`src/rtl/rio_pkg.sv`:
```
// constants shared by the relay output / isolated input port
package rio_pkg;
   localparam int RELAY_COUNT   = 16;
   localparam int INPUT_COUNT   = 16;
   localparam int SYNC_STAGES   = 2;
   // byte offsets of the host-visible ports
   localparam logic [1:0] OFF_RELAY_LO = 2'h0;
   localparam logic [1:0] OFF_RELAY_HI = 2'h1;
   localparam logic [1:0] OFF_INPUT_LO = 2'h2;
   localparam logic [1:0] OFF_INPUT_HI = 2'h3;
   // interrupt-capable channel positions
   localparam int IRQ_CH_LOW    = 0;
   localparam int IRQ_CH_HIGH   = 8;
   // reset values
   localparam logic [15:0] RELAY_RESET = 16'h0000;
   localparam logic [1:0]  FLAG_RESET  = 2'h0;
endpackage : rio_pkg

```
`src/rtl/rio_port.sv`:
```
// relay output and isolated input port with two edge interrupts
`timescale 1ns/1ns
////////////////////////////////////////////////////////////////////////////////
module rio_port
(
   // clocking and resets
   input  wire logic        clk,
   input  wire logic        sys_rst,
   input  wire logic        powerOnRst,
   input  wire logic        clkEn,
   input  wire logic        hot_reset_retain_strap,
   // byte register access
   input  wire logic [1:0]  regAddr,
   input  wire logic        regWrite,
   input  wire logic [7:0]  regWdata,
   output logic      [7:0]  regRdata,
   // interrupt control bits
   input  wire logic        irqRiseLow,
   input  wire logic        irqRiseHigh,
   input  wire logic        irqEnLow,
   input  wire logic        irqEnHigh,
   input  wire logic        irqClrLow,
   input  wire logic        irqClrHigh,
   output logic      [1:0]  irqFlags,
   output logic             irqOut,
   // field side
   input  wire logic [15:0] isolated_input,
   output logic      [15:0] relayDrive
);
   import rio_pkg::*;

   ////////////////////////////////////////////////////////////////////////////
   // state registers and the two per-channel edge pulses
   logic [15:0] relay_q;
   logic [15:0] sync1_q;
   logic [15:0] sync2_q;
   logic [1:0]  flag_q;
   logic [7:0]  rdata_q;
   logic [1:0]  edgeHit;

   // one-hot offset decode, shared by the write strobes and the readback mux;
   // all four offsets decode, so a write to an input offset is simply dropped
   function automatic logic [3:0] byteSelect(input logic [1:0] addr);
      byteSelect = 4'h0;
      byteSelect[addr] = 1'b1;
   endfunction : byteSelect

   wire [3:0] addrHit = byteSelect(regAddr);
   // hot reset clears relays only when the strap does not ask to retain
   wire relayClear = powerOnRst | (sys_rst & ~hot_reset_retain_strap);
   wire wrLo = regWrite & addrHit[OFF_RELAY_LO];
   wire wrHi = regWrite & addrHit[OFF_RELAY_HI];

   // relay bits; power reset always wins, 1 energises coil
   always_ff @(posedge clk)
   begin
      if (relayClear)
         relay_q <= RELAY_RESET;
      else if (clkEn)
      begin
         if (wrLo)
            relay_q[7:0] <= regWdata;
         if (wrHi)
            relay_q[15:8] <= regWdata;
      end
   end
   // straight from the flops, so a coil never sees a decode glitch
   assign relayDrive = relay_q;

   ////////////////////////////////////////////////////////////////////////////
   // either applied polarity reaches this port already folded to one level
   // two-stage synchroniser; first stage feeds only the second
   // clearing both stages on hot reset costs two edges of blindness afterwards
   always_ff @(posedge clk)
   begin
      if (sys_rst)
      begin
         sync1_q <= 16'h0000;
         sync2_q <= 16'h0000;
      end
      else if (clkEn)
      begin
         sync1_q <= isolated_input;
         sync2_q <= sync1_q;
      end
   end

   wire [7:0] rdMux = addrHit[OFF_RELAY_LO] ? relay_q[7:0]  :
                      addrHit[OFF_RELAY_HI] ? relay_q[15:8] :
                      addrHit[OFF_INPUT_LO] ? sync2_q[7:0]  : sync2_q[15:8];
   // registered so the host never sees the mux settle after an offset change
   always_ff @(posedge clk)
   begin
      if (sys_rst)
         rdata_q <= 8'h00;
      else if (clkEn)
         rdata_q <= rdMux;
   end
   assign regRdata = rdata_q;

   ////////////////////////////////////////////////////////////////////////////
   // edge detectors on the two interrupt-capable channels
   wire [1:0] srcLevel = {sync2_q[IRQ_CH_HIGH], sync2_q[IRQ_CH_LOW]};
   wire [1:0] srcRise  = {irqRiseHigh, irqRiseLow};
   wire [1:0] srcEn    = {irqEnHigh, irqEnLow};
   wire [1:0] srcClr   = {irqClrHigh, irqClrLow};
   // one detector per interrupt-capable channel
   genvar g;
   generate
      for (g = 0; g < 2; g++)
      begin : gEdge
         rio_edge_detect uEdge
         (
            .clk       (clk),
            .sys_rst   (sys_rst),
            .clkEn     (clkEn),
            .level     (srcLevel[g]),
            .risingSel (srcRise[g]),
            .edgePulse (edgeHit[g])
         );
      end
   endgenerate

   // sticky flags; an edge only latches when enabled, set beats clear
   wire [1:0] flagSet = edgeHit & srcEn;
   always_ff @(posedge clk)
   begin
      if (sys_rst)
         flag_q <= FLAG_RESET;
      else if (clkEn)
         flag_q <= flagSet | (flag_q & ~srcClr);
   end
   // flags stay visible to the host even while their channel is disabled
   assign irqFlags = flag_q;
   // interrupt while an enabled flag stands
   assign irqOut = |(flag_q & srcEn);
endmodule : rio_port

```
`src/rtl/rio_edge_detect.sv`:
```
// edge detector with polarity select for one synchronised input
`timescale 1ns/1ns
module rio_edge_detect
(
   // clocking
   input  wire logic clk,
   input  wire logic sys_rst,
   input  wire logic clkEn,
   // input level and polarity
   input  wire logic level,
   input  wire logic risingSel,
   // detected edge pulse
   output logic      edgePulse
);
   logic prev_q;
   // previous sample; reset to current-safe zero so no spurious edge at release of a low line
   always_ff @(posedge clk)
   begin
      if (sys_rst)
         prev_q <= 1'b0;
      else if (clkEn)
         prev_q <= level;
   end
   wire riseSeen = level & ~prev_q;
   wire fallSeen = ~level & prev_q;
   assign edgePulse = clkEn & ~sys_rst & (risingSel ? riseSeen : fallSeen);
endmodule : rio_edge_detect

```
`config.mk`:
```
export PLATFORM = sky130hd
export DESIGN_NAME = rio_port
export DESIGN_NICKNAME = d
export VERILOG_FILES = /design/src/rtl/rio_pkg.sv /design/src/rtl/rio_port.sv /design/src/rtl/rio_edge_detect.sv
export SDC_FILE = /design/constraint.sdc
export NUM_CORES = 1
export LEC_CHECK = 0
export BUFFER_PORTS_ARGS = -buffer_cell sky130_fd_sc_hd__buf_2
export CAP_MARGIN = 15
export CORE_MARGIN = 1.5
export CORE_UTILIZATION = 32
export CTS_CLUSTER_DIAMETER = 40
export DETAILED_ROUTE_END_ITERATION = 7
export PLACE_DENSITY_LB_ADDON = 0.05
export SYNTH_ARGS = -nofsm -noshare
export SYNTH_HDL_FRONTEND = slang
export SYNTH_HIERARCHICAL = 1
export SYNTH_SLANG_ARGS = --single-unit
```
`constraint.sdc`:
```
create_clock -name clk -period 2.8 [get_ports clk]
set_input_delay 0.42 -clock clk [delete_from_list [all_inputs] [get_ports clk]]
set_output_delay 0.42 -clock clk [all_outputs]
set_load 0.02 [all_outputs]
```
# Yosys cells after proc, flatten, opt, wreduce, memory -nomap -nowiden
# Index checks and enable logic that the tools add are counted.
# totals
regBits	60
latchBits	0
ram_bits	0
romBits	0
input_bits	38
output_inout_bits	27
word_cells	43
n_memories	0
# classes
addsub	0
mul	0
div	0
magnitude_cmp	2
eq_ne	0
shifts	0
n_mux	7
n_bitwise	22
n_reduce_logical	4
# op_table
operator	count
two-way mux 8 bit	3
AND 1 bit	10
AND 2 bit	3
inverter 1 bit	6
AND reduction 2 bit	2
less-than comparator 2 x 3 -> 1 bit, second input constant	1
two-way mux 1 bit	3
demux 1 bit (select 2 bit)	1
>= comparator 2 x 1 -> 1 bit, second input constant	1
inverter 2 bit	1
OR 2 bit	1
OR reduction 2 bit	1
logical AND 1 bit	1
OR 1 bit	1

# Longest topological paths before layout
# Gate-level depths: netlist of run 1.
# depth
depth_word	7
depth_mapped	5

# By module
# Netlist of run 1, hierarchy kept.
# by_module_without_submodules
mod	n_inst	cells_per_inst	area_each_um2	seq_area_each_um2
rio_port	1	213	2279.7	1161.1
rio_edge_detect	2	7	65.1	20.0

# Least setup slack after synthesis of run 1
# No wires, ideal clock.
# synth_path
path_type	input to register
start	input regAddr[1]
end	register rdata_q[0], in the netlist regRdata[0]
setup_time_ns	0.128
arrival_ns	1.217
required_ns	2.672
setup_slack_ns	1.456
cell_stages	4
path_cell_list	buf_6 mux4_2 mux2i_1 nor2_1
# synth_between
elab_chain_cells	7
word_cells_on_any_way	8
# synth_rtl
element	line_no	rtl
start: declaration	rio_port.sv:13	input wire logic [1:0] regAddr,
less-than comparator 2 x 3 -> 1 bit (implied by the code) or >= comparator 2 x 1 -> 1 bit (tied branches)	rio_port.sv:45	byteSelect[addr] = 1'b1;
logical AND 1 bit (implied by the code)	rio_port.sv:45	
two-way mux 1 bit (implied by the code)	rio_port.sv:45	
demux 1 bit (select 2 bit) *	rio_port.sv:45	
two-way mux 8 bit	rio_port.sv:90	addrHit[OFF_INPUT_LO] ? sync2_q[7:0] : sync2_q[15:8];
two-way mux 8 bit	rio_port.sv:89	addrHit[OFF_RELAY_HI] ? relay_q[15:8] :
two-way mux 8 bit *	rio_port.sv:88	wire [7:0] rdMux = addrHit[OFF_RELAY_LO] ? relay_q[7:0] :
end signal: assignment	rio_port.sv:97	rdata_q <= rdMux;
end: declaration	rio_port.sv:38	logic [7:0] rdata_q;
# Every way passes the cells marked *; elsewhere a longest branch is shown, timed or not.
# A chain may end at the register's enable or synchronous reset.

# Worst setup path after layout of run 1
# layout_path
start	register flag_q[0], in the netlist irqFlags[0]
end	output irqOut
# layout_between
elab_chain_cells	2
# layout_rtl
element	line_no	rtl
start: declaration	rio_port.sv:37	logic [1:0] flag_q;
start signal: assignment	rio_port.sv:131	flag_q <= flagSet | (flag_q & ~srcClr);
AND 2 bit	rio_port.sv:136	assign irqOut = |(flag_q & srcEn);
OR reduction 2 bit	rio_port.sv:136	
end: declaration	rio_port.sv:25	output logic irqOut,
# No other way between the ends.

==> impl_metrics.toml, run 1 <==
[sta]
setup_viol = 0
grt_setup_unrepaired = "no"
min_period_over_period_pct = 50.7
report.final.slew_viol_count = 0
layout_min_cycle_time_ns = 1.42
clock_skew_ns = 0.00813
relSlewSlack_pct = 60.1
fin_setup_tns_ns = 0
fmax_mhz = 704
worstMarginPinSlew_ns = 0.598
timing_hold_violations_final = 0

[synth]
synth-seq-cells = 60
yosysUniqueCellTypes = 21
avgSynthCellArea_um2 = 10.6
netlist_top_cells_area = "dfxtp_1, mux2i_1, nor2_1"
ys_seq_area_share_pct = 49.8
syn_nets = 265
syn-cell-area_mm2 = 0.00241
ys_warn_count = 6
syn-instance-count = 227
yosysTopAreaCell = "dfxtp_1"
synth_top_area_share_pct = 49.8

[drt]
wire_per_inst_um = 13.9
drc = 0
drt_iter0_drc = 59
dr.pass1.iters = 4
antenna_left = 0
viasPerCell = 4.58
wirelength_um = 5450
vias = 1794

[power]
pwr_density_cell_mw_per_mm2 = 583
ir_drop_mv = 0.216
p_total_mw = 1.73
power.leakage_nw = 1.34

[grt]
grt_pass1_vias = 1704
grt_start_max_net_pins = 43
grt.total_usage_pct = 14.5
grt_pass1_wl_um = 8900
grt_antenna_before_repair = 0
grt_remaining_overflow = 0

[cells_and_area]
synthToLayoutAreaGrowth_pct = 22.7
regArea_mm2 = 0.00120
nets = 327
drive_gt1_share_pct = 31.1
final_util_pct = 40.8
fill_cells = 755
multiInputGateArea_mm2 = 0.00111
diodes = 0

[floorplan]
rows = 31
num_io_pins = 65
die_w_um = 89.8
design.die.area_mm2 = 0.00806
initial_core_util_pct = 33.2
core_mm2 = 0.00725
die_y_um = 89.8

[critical_path]
cp.arrival_ns = 1.00
end_kind = "primary output"
critPathKind = "reg -> out"
r2r-end = "regRdata[2]"
worstReg2RegStart = "sync2_q[10]"
startpoint_type = "register"
slowest_stage = "dfxtp_1"
reg2reg_depth = 3
cpPeakStageDelay_ns = 0.32
rrSetupSlack_ns = 1.67
required_ns = 2.38
path_max_fanout = 3
cp_cell_sequence = "a22o_1, buf_2"

[clock_tree]
clk_latency_ns = 0.34
cts_root_buffer = "clkbuf_8"
cts_buffers = 9
clkTransAtPathRegs_ns = 0.06
cts_tree = "done"
postCtsSetupBuffers = 0
htreeDepth = 3
cts_sinks = 60
cts_resized = 0
cts_hold_buf = 0
max-clock-path-buffers = 2

[run_status]
status = "finished clean"

[placed_design]
gp_congestion = 0.675
portBuffers = 64
dp_hpwl_um = 3720

[min_path]
hold_class = "in -> reg"
holdPathStages = 3
min_from = "isolated_input[10]"
min_delay_worst_endpoint = "sync1_q[10]"

[job]
maxCapViolations = 0
## kinds of logic (layout without fill, tap and decap cells)
logic type | after synthesis | in the layout | synth area share [%]
compound gates | 14 | 14 | 3.79
buf+inv | 16 | 82 | 4.00
flops | 60 | 60 | 49.8
mux | 58 | 58 | 28.2
simple gates | 79 | 79 | 14.1
## how the worst max path moves through the flow
stage,start,endpoint
final,irqFlags[0],irqOut
after global routing,sys_rst,irqFlags[0]
after CTS,irqFlags[0],irqOut
after detailed placement,sys_rst,irqFlags[0]
after global placement,sys_rst,irqFlags[0]
after floorplan,regAddr[1],regRdata[0]
## cells in the final DEF, fill, tap and decap left out
master,n
a21oi_1,8
clkbuf_8,11
inv_1,1
buf_12,1
mux2i_1,50
and4b_2,1
or3b_1,2
clkinv_2,2
a32oi_1,2
a21o_1,1
nand2_1,18
nand2b_1,2
buf_2,64
a21oi_2,2
nand4b_1,1
buf_4,1
nor2_1,52
and4bb_2,1
dfxtp_1,60
a22o_1,1
clkbuf_1,2
nand3b_1,2
mux4_2,8
## Yosys cell counts, drive strengths merged
cell,number
or3b,2
mux4,8
dfxtp,60
inv,1
a21oi,10
nand4b,1
nand3b,2
and4b,1
nor2,52
mux2i,50
clkbuf,6
a21o,1
a22o,1
and4bb,1
nand2b,2
a32oi,2
nand2,18
buf,9
## layer usage
| layer | vias up | part of all wire, % | GRT usage (%) |
|---|---|---|---|
| li1 | 908 | - | - |
| met1 | 826 | 48 | 19.4 |
| met2 | 52 | 44 | 20.7 |
| met3 | 8 | 6.0 | 4.82 |
| met4 | 0 | 1.7 | 7.14 |
| met5 | - | 0 | 0 |
## through the flow
stage | setup slack [ns] | hold slack, ns | cells | cell area, um^2
floorplan | 1.46 | 0.455 | 227 | 2410
global placement | 1.10 | 0.468 | 377 | 2790
detailed placement | 1.08 | 0.469 | 377 | 2790
CTS | 1.36 | 0.300 | 392 | 2960
global route | 1.32 | 0.311 | 392 | 2960
finish | 1.38 | 0.311 | 392 | 2960
## state kept, by name, indices dropped and copies added, names as in the netlist
| name | count |
|---|---|
| gEdge.uEdge/prev_q | 2 |
| irqFlags | 2 |
| regRdata | 8 |
| relayDrive | 16 |
| sync1_q | 16 |
| sync2_q | 16 |
## layout make-up
type	count	area share (%)
Multi-Input combinational cell	151	37.6
Clock buffer	13	5.37
Inverter	1	0.127
Timing Repair Buffer	66	11.8
Clock inverter	2	0.338
Sequential cell	60	40.6
Tap cell	99	4.19
## power by group
| group | internal [mW] | switching [mW] | leakage (nW) |
|---|---|---|---|
| clock | 0.362 | 0.318 | 0.0893 |
| combinational | 0.0691 | 0.0793 | 0.761 |
| sequential | 0.881 | 0.0163 | 0.488 |
| total | 1.31 | 0.413 | 1.34 |
## critical path: cells and delay by family (launching register included)
family | cells | cell delay, ns
flops | 1 | 0.32
buf+inv | 1 | 0.15
compound gates | 1 | 0.19
Note: power is estimated with default switching activity, not from simulation.
==> run 2, diff against run 1 <==
- ABC_AREA: unset -> 1
- clock period: 2.8 -> 1.4 ns (I/O delays scaled with it)
==> impl_metrics.toml, run 2 <==
[run_status]
status = "finished clean"

[grt]
grt_start_max_net_pins = 59
grt.total_usage_pct = 16.7
grt_antenna_before_repair = 0
grt_pass1_vias = 2171
grt_remaining_overflow = 0
grt_pass1_wl_um = 10700

[synth]
ys_seq_area_share_pct = 48.7
ys_warn_count = 6
synth-seq-cells = 60
syn_nets = 385
netlist_top_cells_area = "dfxtp_1, nand2_1, nor2_1"
synthTopCellsByCount = "nand2_1, nor2_1, dfxtp_1, o21ai_0, a21oi_1"
synth_edf_count = 0
ys.flop_type = "dfxtp_1"
synth.most_common_cell = "nand2_1"
synth_top_area_share_pct = 48.7
yosysTopAreaCell = "dfxtp_1"
yosysUniqueCellTypes = 18
syn-cell-area_mm2 = 0.00247
syn-instance-count = 347
async_reset_ff_share_pct = 0
avgSynthCellArea_um2 = 7.11

[clock_tree]
max-clock-path-buffers = 2
cts_root_buffer = "clkbuf_8"
cts_sinks = 60
clkTransAtPathRegs_ns = 0.07
clk_latency_ns = 0.34
htreeDepth = 3
cts_buffers = 9
postCtsSetupBuffers = 0
cts_resized = 0
cts_tree = "done"
cts_hold_buf = 0

[cells_and_area]
nets = 450
final_util_pct = 41.9
stdcell_count = 515
layout_commonest_cell = "nand2_1"
drive_gt1_share_pct = 22.4
diodes = 0
synthToLayoutAreaGrowth_pct = 25.2
layout.cells.most_common_list = "nand2_1, nor2_1, buf_2"
fin_area_mm2 = 0.00309

[drt]
drc = 0
drt_iter0_drc = 124
antenna_left = 0
wirelength_um = 6530
vias = 2347
dr.pass1.iters = 4
viasPerCell = 4.56
wire_per_inst_um = 12.7

[placed_design]
dpl.cell_count = 500
dpl_cell_area_mm2 = 0.00289
gp_congestion = 0.783
dp_hpwl_um = 4630
portBuffers = 64

[floorplan]
core_mm2 = 0.00737
die_w_um = 90.8
initial_core_util_pct = 33.5
die_y_um = 90.8
design.die.area_mm2 = 0.00824
num_io_pins = 65
rows = 31

[critical_path]
critPathKind = "reg -> out"
startpoint_type = "register"
path_max_fanout = 3
end_kind = "primary output"
cp.arrival_ns = 1.01
required_ns = 1.19

[sta]
report.final.slew_viol_count = 0
fmax_mhz = 819
fin_setup_tns_ns = 0
layout_min_cycle_time_ns = 1.22
worstMarginPinSlew_ns = 0.665
timing_hold_violations_final = 0
relSlewSlack_pct = 55.6
setup_viol = 0
clock_skew_ns = 0.0122
min_period_over_period_pct = 87.2
grt_setup_unrepaired = "no"

[power]
ir_drop_mv = 0.550
power.leakage_nw = 1.44
pwr_density_cell_mw_per_mm2 = 1250
p_total_mw = 3.86

[job]
maxCapViolations = 0

[min_path]
hold_class = "in -> reg"
run 2: cell type report:
class | count | area [um^2]
clock inverter | 1 | 30.0
tap | 99 | 124
sequential | 60 | 1200
multi-input combinational | 245 | 1080
clock buffer | 14 | 173
fill | 812 | 4280
inverter | 26 | 97.6
timing repair buffer | 70 | 378
run 2: logic make-up after synthesis:
kind of cell | count (synthesis) | synth area share (%)
compound gates | 81 | 16.9
simple gates | 164 | 27.0
buf+inv | 42 | 7.31
flops | 60 | 48.7
run 2: metal layers:
| layer | track usage, % | vias up | share of wire, % |
|---|---|---|---|
| met5 | 0 | - | 0 |
| met4 | 8.20 | 0 | 2.1 |
| met3 | 3.28 | 12 | 5.0 |
| met2 | 23.7 | 61 | 41 |
| met1 | 24.0 | 1034 | 52 |
| li1 | - | 1240 | - |
run 2: worst max-delay path, stage by stage (launching register included):
cell and delay, ns:
dfxtp_1 0.32, a22o_1 0.20, buf_2 0.15
run 2: power breakdown:
part / switching (mW) / total [mW] / internal (mW) / leakage, nW
sequential: 0.0420 / 1.83 / 1.79 / 0.493
combinational: 0.261 / 0.414 / 0.153 / 0.840
clock: 0.649 / 1.61 / 0.961 / 0.103
run 2: worst paths after layout:
path / startpoint / endpoint / depth (start not counted) / slack (ns)
worst max-delay path: irqFlags[1] / irqOut / 2 / 0.18
worst min register to register: regRdata[4] / regRdata[4] / 2 / 0.46
worst min-delay path: isolated_input[0] / sync1_q[0] / 3 / 0.09
worst max register to register: sync2_q[0] / irqFlags[0] / 6 / 0.38
run 2: per-stage QoR:
step,hold WS (ns),worst slack (ns)
CTS,0.0838,0.171
global route,0.0940,0.147
global placement,0.430,0.0824
detailed placement,0.437,0.0786
finish,0.0895,0.179
floorplan,0.279,0.392
==> run 3, diff against run 2 <==
- ABC_AREA: 1 -> unset
==> impl_metrics.toml, run 3 (synthesized netlist as in run 1, its figures left out) <==
[job]
maxCapViolations = 0

[power]
p_total_mw = 3.55
ir_drop_mv = 0.527
power.leakage_nw = 1.38
pwr_density_cell_mw_per_mm2 = 1170

[clock_tree]
clkTransAtPathRegs_ns = 0.06
cts_buffers = 9
cts_resized = 0
clk_latency_ns = 0.33
max-clock-path-buffers = 2
cts_tree = "done"
postCtsSetupBuffers = 0
cts_hold_buf = 0
cts_root_buffer = "clkbuf_8"
cts_sinks = 60
htreeDepth = 3

[min_path]
min_from = "isolated_input[8]"
min_delay_worst_endpoint = "sync1_q[8]"
hold_class = "in -> reg"
holdPathStages = 3

[cells_and_area]
final_util_pct = 41.9
fill_cells = 765
diodes = 0
stdcell_count = 400
layout_commonest_cell = "buf_2"
nets = 335
fin_area_mm2 = 0.00304
synthToLayoutAreaGrowth_pct = 26.0
drive_gt1_share_pct = 33.2
layout.cells.most_common_list = "buf_2, dfxtp_1, nor2_1"

[placed_design]
preCtsSetupSlack_ns = -0.0263
dpl_cell_area_mm2 = 0.00285
dp_hpwl_um = 3900
dpl.cell_count = 385
portBuffers = 64
gp_congestion = 0.660

[sta]
whs_ns = 0.113
min_period_over_period_pct = 86.3
grt_setup_unrepaired = "no"
final.setup.worst_slack_ns = 0.191
report.final.slew_viol_count = 0
fmax_mhz = 827
setup_viol = 0
worstMarginPinSlew_ns = 0.601
relSlewSlack_pct = 59.9
fin_setup_tns_ns = 0
clock_skew_ns = 0.00463
timing_hold_violations_final = 0
layout_min_cycle_time_ns = 1.21

[critical_path]
required_ns = 1.19
critPathKind = "reg -> out"
rrSetupSlack_ns = 0.26
path_max_fanout = 3
cp.arrival_ns = 1.00
cpPeakStageDelay_ns = 0.32
end_kind = "primary output"
startpoint_type = "register"
slowest_stage = "dfxtp_1"
worstReg2RegStart = "sync2_q[8]"
r2r-end = "regRdata[0]"
cp_cell_sequence = "a22o_1, buf_2"
reg2reg_depth = 3

[floorplan]
core_mm2 = 0.00725
design.die.area_mm2 = 0.00806
num_io_pins = 65
initial_core_util_pct = 33.2
die_w_um = 89.8
rows = 31
die_y_um = 89.8

[drt]
wirelength_um = 5500
wire_per_inst_um = 13.8
drt_iter0_drc = 65
viasPerCell = 4.52
antenna_left = 0
vias = 1806
dr.pass1.iters = 4
drc = 0

[grt]
grt_pass1_vias = 1738
grt.total_usage_pct = 14.9
grt_pass1_wl_um = 9220
grt_antenna_before_repair = 0
grt_remaining_overflow = 0
grt_start_max_net_pins = 26

[run_status]
status = "finished clean"
## run 3: cell count changes in the layout (fill, tap and decap cells not counted), sizes merged, moves of 4 or more
cell	before	now
inv	26	1
mux2i	0	50
nand3	18	0
nand2	77	18
buf	70	74
mux4	0	8
o21ai	40	0
nor2	69	52
a21oi	38	10
## run 3: worst max-delay path by stage
stage	from	end	cells past startpoint
after floorplan	regAddr[1]	regRdata[0]	4
after global placement	regAddr[1]	regRdata[1]	4
after detailed placement	regAddr[1]	regRdata[5]	4
after CTS	irqFlags[0]	irqOut	2
after global routing	irqFlags[0]	irqOut	2
final	irqFlags[0]	irqOut	2
## run 3: final cells by class
| class | instances | area, um^2 | area share (%) |
|---|---|---|---|
| Multi-Input combinational cell | 151 | 1110 | 36.6 |
| Sequential cell | 60 | 1200 | 39.6 |
| Inverter | 1 | 3.75 | 0.124 |
| Clock inverter | 1 | 5.00 | 0.165 |
| Clock buffer | 14 | 183 | 6.02 |
| Tap cell | 99 | 124 | 4.08 |
| Timing Repair Buffer | 74 | 408 | 13.4 |
## run 3: where the power goes
part           switching [mW]  internal [mW]  leakage, nW  total [mW]
combinational           0.161          0.147        0.797       0.308
clock                   0.626          0.824       0.0986        1.45
sequential             0.0317           1.76        0.488        1.79
## run 3: critical path, delay by kind of cell (launching register included)
kind                   cells  cell delay (ns)
buffers and inverters      1             0.15
flip-flops                 1             0.32
AO/OA/AOI/OAI              1             0.20
## run 3: routing by layer
metal  global-route usage, %  part of all wire (%)
met1                    19.9                    49
met2                    21.9                    44
met3                    5.16                   5.3
met4                    5.95                   1.8
met5                       0                     0
